--- src/logic/arcc_pkg.sv ---
// Constants and types shared by the alarm and remote calibration block
package arcc_pkg;

	// Register byte offsets
	localparam logic [7:0] OFF_CFG    = 8'h00;
	localparam logic [7:0] OFF_THR1   = 8'h04;
	localparam logic [7:0] OFF_THR2   = 8'h08;
	localparam logic [7:0] OFF_SCALE  = 8'h0C;
	localparam logic [7:0] OFF_STATUS = 8'h10;
	localparam logic [7:0] OFF_CMD    = 8'h14;
	localparam logic [7:0] OFF_RANGE  = 8'h18;

	// Alarm configuration fields, one nibble per threshold alarm
	localparam int CFG_EN     = 0;
	localparam int CFG_HI     = 1;
	localparam int CFG_FS     = 2;
	localparam int CFG_LT     = 3;
	localparam int CFG_STRIDE = 4;
	localparam int CFG_VALVE  = 8;
	localparam int CFG_W      = 9;

	// Status fields
	localparam int ST_ALM   = 0;
	localparam int ST_SYS   = 2;
	localparam int ST_BUSY  = 3;
	localparam int ST_CAL   = 4;
	localparam int ST_ZERO  = 6;
	localparam int ST_SPAN  = 7;

	// Reset values
	localparam logic [8:0]  CFG_RST   = 9'h000;
	localparam logic [15:0] THR_RST   = 16'h0000;
	localparam logic [15:0] SCALE_RST = 16'h0000;

	// Output converter codes
	localparam logic [11:0] DAC_FULL   = 12'hFFF;
	localparam logic [11:0] RID_LOW    = 12'h400;
	localparam logic [11:0] RID_MEDIUM = 12'h800;
	localparam logic [11:0] RID_HIGH   = 12'hC00;
	localparam logic [11:0] RID_AIR    = 12'hFFF;

	// Bus responses
	localparam logic [1:0] RESP_OKAY   = 2'h0;
	localparam logic [1:0] RESP_SLVERR = 2'h2;

	// Timing
	localparam int          CLK_MHZ     = 100;
	localparam int          DEB_TIME_US = 5000;
	localparam int          DEB_W       = 20;
	localparam logic [19:0] DEB_CYCLES  = 20'(DEB_TIME_US * CLK_MHZ);

	typedef enum logic [1:0] {
		range_low    = 2'b00,
		range_medium = 2'b01,
		range_high   = 2'b10,
		range_air    = 2'b11
	} arcc_range_t;

	typedef enum logic [1:0] {
		CAL_IDLE = 2'b00,
		CAL_ZERO = 2'b01,
		CAL_SPAN = 2'b10
	} arcc_cal_t;

endpackage

--- src/logic/arcc_debounce.sv ---
// Three-stage synchroniser and debounce filter for one remote input
`timescale 1ns/1ps
module arcc_debounce
	import arcc_pkg::*;
#(
	parameter logic [19:0] CNT = DEB_CYCLES
) (
	input  wire logic clock,
	input  wire logic resetn,
	input  wire logic pin_in,
	output logic      level_out
);

	logic             s1_ff;
	logic             s2_ff;
	logic             s3_ff;
	logic [DEB_W-1:0] cnt_ff;
	logic             out_ff;
	logic [DEB_W-1:0] nxt_cnt;
	logic             nxt_out;

	// Only the agreeing later stages are looked at, never s1_ff
	always_comb begin
		nxt_cnt = '0;
		nxt_out = out_ff;
		if (s2_ff == s3_ff && s3_ff != out_ff) begin
			if (cnt_ff >= CNT - 20'h00001) begin
				nxt_out = s3_ff;
			end else begin
				nxt_cnt = cnt_ff + 20'h00001;
			end
		end
	end

	always_ff @(posedge clock or negedge resetn) begin
		if (!resetn) begin
			s1_ff  <= 1'b0;
			s2_ff  <= 1'b0;
			s3_ff  <= 1'b0;
			cnt_ff <= '0;
			out_ff <= 1'b0;
		end else begin
			s1_ff  <= pin_in;
			s2_ff  <= s1_ff;
			s3_ff  <= s2_ff;
			cnt_ff <= nxt_cnt;
			out_ff <= nxt_out;
		end
	end

	assign level_out = out_ff;

endmodule

--- src/logic/arcc_top.sv ---
// Alarm relays, output scaling and remote calibration control
// Behaviour
// Threshold alarm high or low type
// Failsafe inverts relay, nonfailsafe does not
// Latching holds alarm, nonlatching follows condition
// Disabled alarm never asserts
// System alarm always failsafe, latching, enabled
// Supply fault sets system alarm
// Self test failure sets system alarm
// System alarm cleared only by reset
// Remote zero starts zero calibration
// Remote span starts span calibration
// Controller drives external zero valve itself
// Internal valves follow calibration mode
// Busy contact asserted during calibration only
// Idle device polls remote inputs
// Requests during calibration ignored, not stored
// Controller commands only while busy deasserted
// Controller releases command before calibration ends
// Held command repeats calibration, busy reasserts
// Range ID quarter, half, three quarters, full
// Concentration scales linearly to range top
// Remote inputs synchronised and debounced
// Controller sequences zero then span
//
// The register addresses and the AXI4-Lite interface to the registers were decided locally.
`timescale 1ns/1ps
module arcc_top
	import arcc_pkg::*;
#(
	parameter logic [19:0] DEB_CNT = DEB_CYCLES
) (
	input  wire logic        clock,
	input  wire logic        resetn,
	input  wire logic [7:0]  s_axi_awaddr,
	input  wire logic        s_axi_awvalid,
	output logic             s_axi_awready,
	input  wire logic [31:0] s_axi_wdata,
	input  wire logic [3:0]  s_axi_wstrb,
	input  wire logic        s_axi_wvalid,
	output logic             s_axi_wready,
	output logic [1:0]       s_axi_bresp,
	output logic             s_axi_bvalid,
	input  wire logic        s_axi_bready,
	input  wire logic [7:0]  s_axi_araddr,
	input  wire logic        s_axi_arvalid,
	output logic             s_axi_arready,
	output logic [31:0]      s_axi_rdata,
	output logic [1:0]       s_axi_rresp,
	output logic             s_axi_rvalid,
	input  wire logic        s_axi_rready,
	input  wire logic [15:0] conc,
	input  wire logic        supply_fault,
	input  wire logic        selftest_fail,
	input  wire logic        cal_done,
	input  wire logic        remote_zero_in,
	input  wire logic        remote_span_in,
	output logic [1:0]       alarm_relay,
	output logic             sys_relay,
	output logic             cal_busy,
	output logic [1:0]       cal_mode,
	output logic             cal_start,
	output logic             valve_zero,
	output logic             valve_span,
	output logic             valve_sample,
	output logic [11:0]      conc_code,
	output logic [11:0]      range_id_code
);

	logic              aw_full_ff, nxt_aw_full;
	logic [7:0]        awaddr_ff, nxt_awaddr;
	logic              w_full_ff, nxt_w_full;
	logic [31:0]       wdata_ff, nxt_wdata;
	logic [3:0]        wstrb_ff, nxt_wstrb;
	logic              bvalid_ff, nxt_bvalid;
	logic [1:0]        bresp_ff, nxt_bresp;
	logic              rvalid_ff, nxt_rvalid;
	logic [31:0]       rdata_ff, nxt_rdata;
	logic [1:0]        rresp_ff, nxt_rresp;
	logic [CFG_W-1:0]  cfg_ff, nxt_cfg;
	logic [15:0]       thr_ff [2];
	logic [15:0]       nxt_thr [2];
	logic [15:0]       scale_ff, nxt_scale;
	arcc_range_t       range_ff, nxt_range;
	logic [1:0]        clr_ff, nxt_clr;
	logic [31:0]       wmerged;
	logic [1:0]        alm_ff, nxt_alm;
	logic [1:0]        relay_ff, nxt_relay;
	logic              sys_ff, nxt_sys;
	logic              sys_relay_ff, nxt_sys_relay;
	logic [31:0]       prod;
	logic [11:0]       conc_code_ff, nxt_conc_code;
	logic [11:0]       rid_ff, nxt_rid;
	arcc_cal_t         cal_ff, nxt_cal;
	logic              busy_ff, nxt_busy;
	logic              start_ff, nxt_start;
	logic              vz_ff, nxt_vz;
	logic              vs_ff, nxt_vs;
	logic              vsm_ff, nxt_vsm;
	logic              zero_db;
	logic              span_db;

	function automatic logic [31:0] merge(input logic [31:0] old,
		input logic [31:0] data, input logic [3:0] strb);
		logic [31:0] r;
		r = old;
		for (int b = 0; b < 4; b++) begin
			if (strb[b]) begin
				r[b*8 +: 8] = data[b*8 +: 8];
			end
		end
		return r;
	endfunction

	function automatic logic is_mapped(input logic [7:0] a);
		return a == OFF_CFG || a == OFF_THR1 || a == OFF_THR2 ||
			a == OFF_SCALE || a == OFF_STATUS || a == OFF_CMD ||
			a == OFF_RANGE;
	endfunction

	function automatic logic [11:0] rid_of(input arcc_range_t r);
		case (r)
			range_low:    return RID_LOW;
			range_medium: return RID_MEDIUM;
			range_high:   return RID_HIGH;
			default:      return RID_AIR;
		endcase
	endfunction

	// Read mux; command register reads zero
	function automatic logic [31:0] reg_word(input logic [7:0] a);
		logic [31:0] v;
		v = 32'h00000000;
		if (a == OFF_CFG) begin
			v[CFG_W-1:0] = cfg_ff;
		end else if (a == OFF_THR1) begin
			v[15:0] = thr_ff[0];
		end else if (a == OFF_THR2) begin
			v[15:0] = thr_ff[1];
		end else if (a == OFF_SCALE) begin
			v[15:0] = scale_ff;
		end else if (a == OFF_STATUS) begin
			v[ST_ALM +: 2] = alm_ff;
			v[ST_SYS]      = sys_ff;
			v[ST_BUSY]     = busy_ff;
			v[ST_CAL +: 2] = cal_ff;
			v[ST_ZERO]     = zero_db;
			v[ST_SPAN]     = span_db;
		end else if (a == OFF_RANGE) begin
			v[1:0] = range_ff;
		end
		return v;
	endfunction

	assign s_axi_awready = !aw_full_ff;
	assign s_axi_wready  = !w_full_ff;
	assign s_axi_arready = !rvalid_ff;

	always_comb begin
		nxt_aw_full = aw_full_ff;
		nxt_awaddr  = awaddr_ff;
		nxt_w_full  = w_full_ff;
		nxt_wdata   = wdata_ff;
		nxt_wstrb   = wstrb_ff;
		nxt_bvalid  = bvalid_ff;
		nxt_bresp   = bresp_ff;
		nxt_cfg     = cfg_ff;
		nxt_thr     = thr_ff;
		nxt_scale   = scale_ff;
		nxt_range   = range_ff;
		nxt_clr     = 2'h0;
		nxt_rvalid  = rvalid_ff;
		nxt_rdata   = rdata_ff;
		nxt_rresp   = rresp_ff;
		wmerged     = merge(reg_word(awaddr_ff), wdata_ff, wstrb_ff);
		if (s_axi_awvalid && !aw_full_ff) begin
			nxt_aw_full = 1'b1;
			nxt_awaddr  = s_axi_awaddr;
		end
		if (s_axi_wvalid && !w_full_ff) begin
			nxt_w_full = 1'b1;
			nxt_wdata  = s_axi_wdata;
			nxt_wstrb  = s_axi_wstrb;
		end
		if (bvalid_ff && s_axi_bready) begin
			nxt_bvalid = 1'b0;
		end
		// Address and data held until the response slot is free
		if (aw_full_ff && w_full_ff && !bvalid_ff) begin
			nxt_aw_full = 1'b0;
			nxt_w_full  = 1'b0;
			nxt_bvalid  = 1'b1;
			nxt_bresp   = is_mapped(awaddr_ff) ? RESP_OKAY : RESP_SLVERR;
			if (awaddr_ff == OFF_CFG) begin
				nxt_cfg = wmerged[CFG_W-1:0];
			end else if (awaddr_ff == OFF_THR1) begin
				nxt_thr[0] = wmerged[15:0];
			end else if (awaddr_ff == OFF_THR2) begin
				nxt_thr[1] = wmerged[15:0];
			end else if (awaddr_ff == OFF_SCALE) begin
				nxt_scale = wmerged[15:0];
			end else if (awaddr_ff == OFF_CMD) begin
				nxt_clr = wmerged[1:0];
			end else if (awaddr_ff == OFF_RANGE) begin
				nxt_range = arcc_range_t'(wmerged[1:0]);
			end
		end
		if (rvalid_ff && s_axi_rready) begin
			nxt_rvalid = 1'b0;
		end
		if (s_axi_arvalid && !rvalid_ff) begin
			nxt_rvalid = 1'b1;
			nxt_rdata  = reg_word(s_axi_araddr);
			nxt_rresp  = is_mapped(s_axi_araddr) ? RESP_OKAY : RESP_SLVERR;
		end
	end

	always_ff @(posedge clock or negedge resetn) begin
		if (!resetn) begin
			aw_full_ff <= 1'b0;
			awaddr_ff  <= 8'h00;
			w_full_ff  <= 1'b0;
			wdata_ff   <= 32'h00000000;
			wstrb_ff   <= 4'h0;
			bvalid_ff  <= 1'b0;
			bresp_ff   <= RESP_OKAY;
			cfg_ff     <= CFG_RST;
			thr_ff[0]  <= THR_RST;
			thr_ff[1]  <= THR_RST;
			scale_ff   <= SCALE_RST;
			range_ff   <= range_low;
			clr_ff     <= 2'h0;
			rvalid_ff  <= 1'b0;
			rdata_ff   <= 32'h00000000;
			rresp_ff   <= RESP_OKAY;
		end else begin
			aw_full_ff <= nxt_aw_full;
			awaddr_ff  <= nxt_awaddr;
			w_full_ff  <= nxt_w_full;
			wdata_ff   <= nxt_wdata;
			wstrb_ff   <= nxt_wstrb;
			bvalid_ff  <= nxt_bvalid;
			bresp_ff   <= nxt_bresp;
			cfg_ff     <= nxt_cfg;
			thr_ff     <= nxt_thr;
			scale_ff   <= nxt_scale;
			range_ff   <= nxt_range;
			clr_ff     <= nxt_clr;
			rvalid_ff  <= nxt_rvalid;
			rdata_ff   <= nxt_rdata;
			rresp_ff   <= nxt_rresp;
		end
	end

	assign s_axi_bvalid = bvalid_ff;
	assign s_axi_bresp  = bresp_ff;
	assign s_axi_rvalid = rvalid_ff;
	assign s_axi_rdata  = rdata_ff;
	assign s_axi_rresp  = rresp_ff;

	// Threshold alarms; condition or'ed in so a new event beats a clear
	for (genvar gi = 0; gi < 2; gi++) begin : g_alarm
		logic cond;
		logic en, hi, fs, lt;
		always_comb begin
			en   = cfg_ff[gi*CFG_STRIDE + CFG_EN];
			hi   = cfg_ff[gi*CFG_STRIDE + CFG_HI];
			fs   = cfg_ff[gi*CFG_STRIDE + CFG_FS];
			lt   = cfg_ff[gi*CFG_STRIDE + CFG_LT];
			cond = hi ? (conc > thr_ff[gi]) : (conc < thr_ff[gi]);
			nxt_alm[gi] = en & (cond | (lt & alm_ff[gi] & !clr_ff[gi]));
			nxt_relay[gi] = fs ? !nxt_alm[gi] : nxt_alm[gi];
		end
	end

	// System alarm: set-only, energised while healthy
	always_comb begin
		nxt_sys       = sys_ff | supply_fault | selftest_fail;
		nxt_sys_relay = !nxt_sys;
		prod          = conc * scale_ff;
		// Scale is top-of-range reciprocal so no divider is needed
		nxt_conc_code = (prod[31:28] != 4'h0) ? DAC_FULL : prod[27:16];
		nxt_rid       = rid_of(range_ff);
	end

	always_ff @(posedge clock or negedge resetn) begin
		if (!resetn) begin
			alm_ff       <= 2'h0;
			relay_ff     <= 2'h0;
			sys_ff       <= 1'b0;
			sys_relay_ff <= 1'b1;
			conc_code_ff <= 12'h000;
			rid_ff       <= RID_LOW;
		end else begin
			alm_ff       <= nxt_alm;
			relay_ff     <= nxt_relay;
			sys_ff       <= nxt_sys;
			sys_relay_ff <= nxt_sys_relay;
			conc_code_ff <= nxt_conc_code;
			rid_ff       <= nxt_rid;
		end
	end

	assign alarm_relay   = relay_ff;
	assign sys_relay     = sys_relay_ff;
	assign conc_code     = conc_code_ff;
	assign range_id_code = rid_ff;

	arcc_debounce #(.CNT(DEB_CNT)) u_deb_zero (
		.clock     (clock),
		.resetn    (resetn),
		.pin_in    (remote_zero_in),
		.level_out (zero_db)
	);

	arcc_debounce #(.CNT(DEB_CNT)) u_deb_span (
		.clock     (clock),
		.resetn    (resetn),
		.pin_in    (remote_span_in),
		.level_out (span_db)
	);

	// Inputs are only looked at in idle, so nothing is queued
	always_comb begin
		nxt_cal   = cal_ff;
		nxt_start = 1'b0;
		case (cal_ff)
			CAL_IDLE: begin
				if (zero_db) begin
					nxt_cal   = CAL_ZERO;
					nxt_start = 1'b1;
				end else if (span_db) begin
					nxt_cal   = CAL_SPAN;
					nxt_start = 1'b1;
				end
			end
			CAL_ZERO, CAL_SPAN: begin
				// One idle cycle lets a held command restart visibly
				if (cal_done) begin
					nxt_cal = CAL_IDLE;
				end
			end
			default: begin
				nxt_cal = CAL_IDLE;
			end
		endcase
		nxt_busy = nxt_cal != CAL_IDLE;
		nxt_vz   = cfg_ff[CFG_VALVE] & (nxt_cal == CAL_ZERO);
		nxt_vs   = cfg_ff[CFG_VALVE] & (nxt_cal == CAL_SPAN);
		nxt_vsm  = cfg_ff[CFG_VALVE] & (nxt_cal == CAL_IDLE);
	end

	always_ff @(posedge clock or negedge resetn) begin
		if (!resetn) begin
			cal_ff   <= CAL_IDLE;
			busy_ff  <= 1'b0;
			start_ff <= 1'b0;
			vz_ff    <= 1'b0;
			vs_ff    <= 1'b0;
			vsm_ff   <= 1'b0;
		end else begin
			cal_ff   <= nxt_cal;
			busy_ff  <= nxt_busy;
			start_ff <= nxt_start;
			vz_ff    <= nxt_vz;
			vs_ff    <= nxt_vs;
			vsm_ff   <= nxt_vsm;
		end
	end

	assign cal_busy     = busy_ff;
	assign cal_mode     = cal_ff;
	assign cal_start    = start_ff;
	assign valve_zero   = vz_ff;
	assign valve_span   = vs_ff;
	assign valve_sample = vsm_ff;
endmodule

--- config.mk ---
export PLATFORM = sky130hd
export DESIGN_NAME = arcc_top
export DESIGN_NICKNAME = d
export VERILOG_FILES = /design/src/logic/arcc_pkg.sv /design/src/logic/arcc_debounce.sv /design/src/logic/arcc_top.sv
export SDC_FILE = /design/constraint.sdc
export NUM_CORES = 1
export LEC_CHECK = 0
export BUFFER_PORTS_ARGS = -buffer_cell sky130_fd_sc_hd__buf_4
export CORE_MARGIN = 3
export CORE_UTILIZATION = 50
export DETAILED_ROUTE_END_ITERATION = 10
export MAX_ROUTING_LAYER = met4
export PLACE_DENSITY = 0.75
export SLEW_MARGIN = 20
export SYNTH_ARGS = -nofsm -noshare
export SYNTH_HDL_FRONTEND = slang
export SYNTH_SLANG_ARGS = --single-unit
export TNS_END_PERCENT = 30
--- constraint.sdc ---
create_clock -name clock -period 12.95 [get_ports clock]
set_input_delay 3.885 -clock clock [delete_from_list [all_inputs] [get_ports clock]]
set_output_delay 3.885 -clock clock [all_outputs]
set_load 0.03 [all_outputs]
# == Word level (Yosys, flattened, before mapping) ==
# Cells that the tools add are included.
# classes
addsub,2
multipliers,1
order_cmp,6
n_eq_ne,22
n_mux,53
bitwise_logic,18
n_reduce_logical,49
# ops
op,count
$mux 20,4
$mux 16,4
$eq 8x5->1 const B,6
$mux 8,6
$add 20x1->20 const B,2
$ge 20x19->1 const B,2
$pmux 12 s3,1
$eq 8x4->1 const B,4
$gt 16x16->1,2
$lt 16x16->1,2
$mul 16x16->32,1
$mux 2,15
$mux 9,2
$eq 8x3->1 const B,2
$logic_not 8->1,2
$mux 1,15
$mux 7,2
$logic_or 1x1->1,12
$mux 12,1
$mux 6,2
$reduce_bool 2->1,5
$and 1x1->1,9
$logic_and 1x1->1,9
$logic_not 1->1,9
other kinds (15),32
# totals
ff_bits,196
inputBits,80
out_inout_bits,75
wordCells,189

# == Longest topological paths before layout ==
# Gate-level depths: netlist (run 1).
# depth
depth_word,14
ltp_mapped,23
ltp_nobuf,21

# == Modules after synthesis ==
# Synthesis (run 1) repeated with hierarchy kept, for this count alone.
# hier_totals
cells_unflattened,1883
hier_area_um2,17703.2
# by_module_without_submodules
module,n_inst,cells_per_inst,area_per_inst_um2,seq_area_each_um2
arcc_top,1,1643,15328.5,3430.8
arcc_debounce,2,120,1187.4,600.6

# == Worst setup path before layout (run 1) ==
# Ideal clock, no wire load.
# synth_path
kind,in2reg
startpoint,input port conc[5]
endpoint,register conc_code_ff[0] (netlist: conc_code[0])
setup_time_ns,0.141
t_arrival_ns,9.616
t_required_ns,12.809
path_slack_ns,3.193
path_stages,22
path_cell_list,clkbuf_1 nand2_1 fa_1 inv_1 fa_1 inv_1 fa_1 inv_1 fa_1 fa_1 inv_1 fa_1 inv_1 ha_1 a211oi_1 o21ai_0 a41oi_1 a211oi_1 a2111o_1 a221oi_2 buf_2 nand3_1
# synth_via
elab_chain_cells,3
# synth_rtl
element,line,text
"start, declared",arcc_top.sv:52,"input wire logic [15:0] conc,"
$mul 16x16->32 *,arcc_top.sv:280,prod = conc * scale_ff;
$reduce_bool 4->1,arcc_top.sv:282,nxt_conc_code = (prod[31:28] != 4'h0) ? DAC_FULL : prod[27:16];
$mux 12 *,arcc_top.sv:282,
net nxt_conc_code[0],arcc_top.sv:92,"logic [11:0] conc_code_ff, nxt_conc_code;"
"end signal, assigned",arcc_top.sv:299,conc_code_ff <= nxt_conc_code;
"end, declared",arcc_top.sv:92,
# Mark *: on every way through the listed nets, which the timed path passes. The rest lies on a longest branch.
# A chain may end at the register's enable or synchronous reset.

# == Worst setup path in the final report (run 1) ==
# layout_path
startpoint,input port conc[6]
endpoint,register conc_code_ff[10] (netlist: conc_code[10])
# The elaborated chain is that of the path after synthesis.

==> results of run 1 <==
-- worst paths after layout --
check,to,slack (ns),depth (start not counted)
setup / recovery,conc_code[10]$_DFF_PN0_,2.61,20
hold / removal,u_deb_zero.s2_ff$_DFF_PN0_,0.35,0
setup reg to reg,conc_code[10]$_DFF_PN0_,5.41,19
hold reg to reg,u_deb_zero.s2_ff$_DFF_PN0_,0.35,0
max in group asynchronous,u_deb_zero.cnt_ff[6]$_DFF_PN0_,7.97,2
min in group asynchronous,s_axi_rvalid$_DFFE_PN0P_,3.60,1
-- Yosys cell counts, types with 4 or more instances --
cell	instances
inv_1	279
nand2_1	224
fa_1	193
dfrtp_1	183
ha_1	137
and2_1	134
nor2_1	125
clkbuf_1	75
a21oi_1	67
o21ai_0	48
mux2_2	43
nand3_1	38
buf_4	32
xor2_1	25
xnor2_1	23
nor3_1	19
a31oi_1	16
nand4_1	16
o21ai_1	16
a21o_1	15
a22oi_1	12
and3_1	12
a211oi_1	11
nor2b_1	11
and4_1	10
a222oi_1	9
a21oi_2	7
a22o_1	7
buf_2	7
o21a_1	7
nor4_1	6
o41ai_1	6
a311oi_2	5
a41oi_1	5
nand2b_1	5
o211ai_1	5
o221ai_1	5
mux2i_1	4
o21bai_1	4
o31ai_1	4
-- state kept, by name (all words and copies together) (netlist names), 2 cells and up --
register           cells
s_axi_rdata           16
u_deb_zero.cnt_ff     20
range_ff               2
range_id_code          3
awaddr_ff              8
clr_ff                 2
u_deb_span.cnt_ff     20
scale_ff              16
cal_mode               2
alarm_relay            2
alm_ff                 2
cfg_ff                 9
wstrb_ff               2
wdata_ff              16
thr_ff                32
conc_code             12
-- cell type report --
cell class              count  area, sq um
fillers                  3131        15400
multi-input cells        1343        11500
flip-flops and latches    185         4630
inverters                 279         1050
repair buffers            123          930
well taps                 455          569
clock buffers              19          443
clock inverters            13          136
-- layer usage --
metal,global-route usage,vias to the layer above
met5,-,-
met4,0.0657,0
met3,0.0391,73
met2,0.388,501
met1,0.327,6870
li1,-,6236
-- cell families (layout without fill, tap and decap cells) --
| group | after synthesis | after routing | share of synthesized area |
|---|---|---|---|
| AND/OR/NAND/NOR | 623 | 623 | 0.172 |
| buffers and inverters | 395 | 434 | 0.0919 |
| adder cells (fa/ha/maj) | 330 | 330 | 0.315 |
| AO/OA/AOI/OAI | 275 | 275 | 0.106 |
| flip-flops | 185 | 185 | 0.262 |
| XOR/XNOR | 48 | 48 | 0.0237 |
| multiplexers | 47 | 47 | 0.0296 |
| other | 1 | 20 | 0.000212 |
-- stage by stage --
stage | instance area [sq um] | hold WS [ns] | power, mW | setup WS (ns) | util
after floorplan | 17800 | 0.331 | 1.65 | 3.19 | -
after global placement | 18700 | 0.332 | 1.93 | 2.17 | 0.539
after detailed placement | 18700 | 0.335 | 1.98 | 2.12 | 0.539
after CTS | 19300 | 0.359 | 2.50 | 2.59 | 0.556
after global routing | 19300 | 0.372 | 2.69 | 2.32 | 0.556
final | 19300 | 0.353 | 2.48 | 2.61 | 0.556
-- power breakdown --
part / switching [mW] / leakage, nW / internal (mW)
Combinational: 0.647 / 6.75 / 0.449
Clock: 0.250 / 0.286 / 0.261
Sequential: 0.184 / 2.43 / 0.691
Total: 1.08 / 9.46 / 1.40
-- placed cells by master, fill, tap and decap left out, types with 15 or more instances in the layout --
| cell type | instances |
|---|---|
| a31oi_1 | 16 |
| nand3_1 | 38 |
| nor2_1 | 125 |
| buf_4 | 122 |
| a21oi_1 | 67 |
| conb_1 | 20 |
| and2_1 | 134 |
| clkbuf_16 | 17 |
| dfrtp_1 | 183 |
| o21ai_0 | 48 |
| nor3_1 | 19 |
| nand4_1 | 16 |
| fa_1 | 193 |
| o21ai_1 | 16 |
| ha_1 | 137 |
| mux2_2 | 43 |
| inv_1 | 279 |
| a21o_1 | 15 |
| xnor2_1 | 23 |
| xor2_1 | 25 |
| nand2_1 | 224 |
-- critical path, cell delays in order --
cell and delay [ns]:
buf_4 0.20, and2_1 0.21, fa_1 0.53, inv_1 0.06, fa_1 0.50, fa_1 0.52, inv_1 0.05, fa_1 0.46
fa_1 0.56, inv_1 0.07, fa_1 0.53, inv_1 0.04, ha_1 0.31, and4_1 0.19, and2_1 0.17, a221oi_2 0.53
a211oi_1 0.31, a2111o_1 0.48, a221oi_2 0.71, o311ai_0 0.27
==> results.json, run 1 <==
{
  "cts_buffers": 17,
  "die_y_um": 194,
  "skew_ns": 0.0154,
  "wl_met2_um": 21400,
  "yosys_register_bits": 185,
  "gp_congestion": 0.909,
  "grt_pass1_wl_um": 73000,
  "antenna_cells": 0,
  "synth_top_cell_area_share": 0.259,
  "drtPass1Iterations": 8,
  "grt_overflow": 0,
  "drt_wl_total_um": 44100,
  "min-delay-start": "u_deb_zero.s1_ff$_DFF_PN0_",
  "setup_tns_ns": 0,
  "irDropWorstVdd_uv": 121,
  "hp-class": "reg -> reg",
  "power_density_nw_per_um2": 129,
  "pin_count": 155,
  "wl_met3_um": 3030,
  "gr-usage-all-layers": 0.243,
  "yosys.area.top_type": "dfrtp_1",
  "timing.final.crit_share": 0.799,
  "slew_violations": 0,
  "drive_gt1_frac": 0.117,
  "via_per_inst": 5.66,
  "vias": 13700,
  "status": "completed",
  "cts_root_buf": "clkbuf_16",
  "instances_no_fill": 2417,
  "synth.distinct_cells": 74,
  "hold_viol": 0,
  "syn_inst": 1904,
  "first_global_vias": 14200,
  "crit_type": "in -> reg",
  "cp-end-kind": "flip-flop",
  "critPathArrivalTime_ns": 10.60,
  "p_leak_nw": 9.46,
  "cts_resized": 0,
  "cts_setup_buffers": 0,
  "synth_edf_count": 0,
  "htreeDepth": 4,
  "ys.flop_type": "dfrtp_1",
  "grt_antenna_before_repair": 0,
  "yosys_warnings": 0,
  "rsz0062_at_grt": "false",
  "clk_path_buf_depth": 2,
  "hold_buffers": 0,
  "ant_nets": 0,
  "dp_hpwl_um": 32700,
  "clkTransAtPathRegs_ns": 0.08,
  "syn_area_per_cell_sq_um": 9.30,
  "clock_latency_ns": 0.44,
  "maxCapViolations": 0,
  "drt_first_iter_violations": 1080,
  "dieArea_sq_um": 37700,
  "num_rows": 68,
  "fmax_mhz": 96.7,
  "wirelength_met1_um": 18800,
  "max-slew-margin-rel": 0.249,
  "crit_fanout": 18,
  "syn_area_sq_um": 17700,
  "synth_area_leaders": "dfrtp_1, fa_1, ha_1",
  "worst_pin_slew_ns": 1.12,
  "place_inst": 2385,
  "startpoint_type": "input port",
  "async_flop_share": 1.00,
  "setup_violations": 0,
  "rr_startpoint": "scale_ff[6]$_DFFE_PN0P_",
  "die_x_um": 194,
  "cp.required_ns": 13.21,
  "wl_per_cell_um": 18.3,
  "syn2layout_area_growth_pct": 8.93,
  "seq_area_frac_synth": 0.262,
  "num-nets-final": 2359,
  "design.core.area_sq_um": 34700,
  "start_util": 0.510,
  "min_period_ns": 10.34,
  "cts_tree": "yes",
  "drc": 0,
  "crit_start": "conc[6]",
  "portBuffers": 118,
  "top_layer": "met4",
  "grt_max_degree": 126,
  "cts_sinks": 185
}
Note: power is estimated with default switching activity, not from simulation.
==> run 2, diff against run 1 <==
==> constraint.sdc (replaced) <==
create_clock -name clock -period 9.7 [get_ports clock]
set_input_delay 2.91 -clock clock [delete_from_list [all_inputs] [get_ports clock]]
set_output_delay 2.91 -clock clock [all_outputs]
set_load 0.03 [all_outputs]
==> results.json, run 2 (synthesis results as in run 1) <==
{
  "status": "completed",
  "startpoint_type": "input port",
  "cts_tree": "yes",
  "timing.final.crit_share": 0.911,
  "drt_first_iter_violations": 1249,
  "multi_input_area_sq_um": 11500,
  "cpPeakStageDelay_ns": 0.62,
  "antenna_cells": 0,
  "layout_common_cells": "inv_1, nand2_1, fa_1",
  "cp_num_buf_inv": 8,
  "dp_hpwl_um": 32600,
  "reg_top3": "thr_ff x32, u_deb_span.cnt_ff x20, u_deb_zero.cnt_ff x20",
  "grt_antenna_before_repair": 0,
  "cts_buffers": 17,
  "grt_overflow": 0,
  "clock_latency_ns": 0.45,
  "setup_violations": 0,
  "min-delay-start": "u_deb_span.s1_ff$_DFF_PN0_",
  "drc": 0,
  "r2r_slack_ns": 2.61,
  "fillers": 3023,
  "cts_sinks": 185,
  "critPathArrivalTime_ns": 9.15,
  "min_to": "u_deb_span.s2_ff$_DFF_PN0_",
  "cts_root_buf": "clkbuf_16",
  "skew_ns": 0.0198,
  "slew_violations": 0,
  "crit_type": "in -> reg",
  "cts_resized": 0,
  "fin_total_pwr_mw": 3.38,
  "hold_viol": 0,
  "num_rows": 68,
  "power_density_nw_per_um2": 174,
  "die_x_um": 194,
  "crit_top_cell": "fa_1",
  "drt_wl_total_um": 44600,
  "ant_nets": 0,
  "irDropWorstVdd_uv": 164,
  "clk_path_buf_depth": 2,
  "min_period_ns": 8.84,
  "hold_buffers": 0,
  "maxCapViolations": 0,
  "place_inst": 2391,
  "cp.required_ns": 10.01,
  "gr-usage-all-layers": 0.245,
  "vias": 13800,
  "path_cells": "buf_4, nand2_1, fa_1, inv_1, fa_1, inv_1, fa_1, inv_1, fa_1, fa_1, inv_1, fa_1, inv_1, ha_1, nand2_1, o21ai_0, a211oi_1, buf_4, o31ai_1, o21ai_0, a221oi_2, buf_4, o311ai_0",
  "via_per_inst": 5.69,
  "rsz0062_at_grt": "false",
  "start_util": 0.510,
  "final_common_cell": "inv_1",
  "cts_setup_buffers": 0,
  "cp-end-kind": "flip-flop",
  "hold-path-cell-count": 0,
  "p_leak_nw": 9.50,
  "largest-register": "thr_ff",
  "first_global_vias": 14200,
  "worst_pin_slew_ns": 1.08,
  "fmax_mhz": 113,
  "crit_family": "adder cells",
  "instances_no_fill": 2423,
  "portBuffers": 118,
  "slowest_stage": "o31ai_1",
  "dieArea_sq_um": 37700,
  "setup_tns_ns": 0,
  "worstReg2RegEnd": "conc_code[10]$_DFF_PN0_",
  "max-slew-margin-rel": 0.274,
  "rr_startpoint": "scale_ff[9]$_DFFE_PN0P_",
  "die_y_um": 194,
  "reg2reg_depth": 22,
  "num-nets-final": 2365,
  "gp_congestion": 0.923,
  "htreeDepth": 4,
  "crit_fanout": 18,
  "design.core.area_sq_um": 34700,
  "grt_max_degree": 98,
  "pin_count": 155,
  "drive_gt1_frac": 0.118,
  "wl_per_cell_um": 18.4,
  "largest_reg_flops": 32,
  "drtPass1Iterations": 9,
  "syn2layout_area_growth_pct": 9.36,
  "regArea_sq_um": 4630,
  "clkTransAtPathRegs_ns": 0.07,
  "hp-class": "reg -> reg",
  "grt_pass1_wl_um": 73200,
  "final_util": 0.558
}
-- run 2: how the worst max path moves through the flow --
| stage | startpoint | endpoint | slack [ns] | depth (start not counted) |
|---|---|---|---|---|
| after global placement | conc[6] | conc_code[10]$_DFF_PN0_ | 0.44 | 21 |
| after CTS | conc[6] | conc_code[10]$_DFF_PN0_ | 0.85 | 21 |
| final | conc[5] | conc_code[10]$_DFF_PN0_ | 0.86 | 23 |
| after detailed placement | conc[6] | conc_code[10]$_DFF_PN0_ | 0.40 | 21 |
| after floorplan | conc[5] | conc_code[0]$_DFF_PN0_ | 0.92 | 22 |
| after global routing | conc[5] | conc_code[10]$_DFF_PN0_ | 0.55 | 23 |
-- run 2: power breakdown --
part | switching, mW | total (mW) | leakage (nW) | internal, mW
clock network | 0.319 | 0.738 | 0.297 | 0.419
logic | 0.868 | 1.47 | 6.78 | 0.601
registers | 0.248 | 1.17 | 2.43 | 0.922
-- run 2: through the flow --
step                      hold WS (ns)  cell area (sq um)  setup slack (ns)
final                            0.357              19400             0.862
after global placement           0.332              18700             0.444
after global routing             0.372              19400             0.550
after floorplan                  0.331              17800             0.918
after CTS                        0.357              19400             0.853
after detailed placement         0.341              18700             0.403
-- run 2: metal layers --
metal | track usage | routed length (um) | vias to the layer above | part of all wire
met4 | 0.0612 | 820 | 0 | 0.018
met3 | 0.0445 | 3340 | 78 | 0.075
met1 | 0.326 | 18600 | 6918 | 0.42
li1 | - | - | 6252 | -
met5 | - | 0 | - | 0
met2 | 0.394 | 21800 | 546 | 0.49
-- run 2: cell type report --
| cell class | count | share of cell area |
|---|---|---|
| inverter | 279 | 0.0541 |
| multi-input combinational | 1343 | 0.595 |
| sequential | 185 | 0.239 |
| tap | 455 | 0.0294 |
| clock buffer | 22 | 0.0235 |
| timing repair buffer | 129 | 0.0505 |
| clock inverter | 10 | 0.00808 |
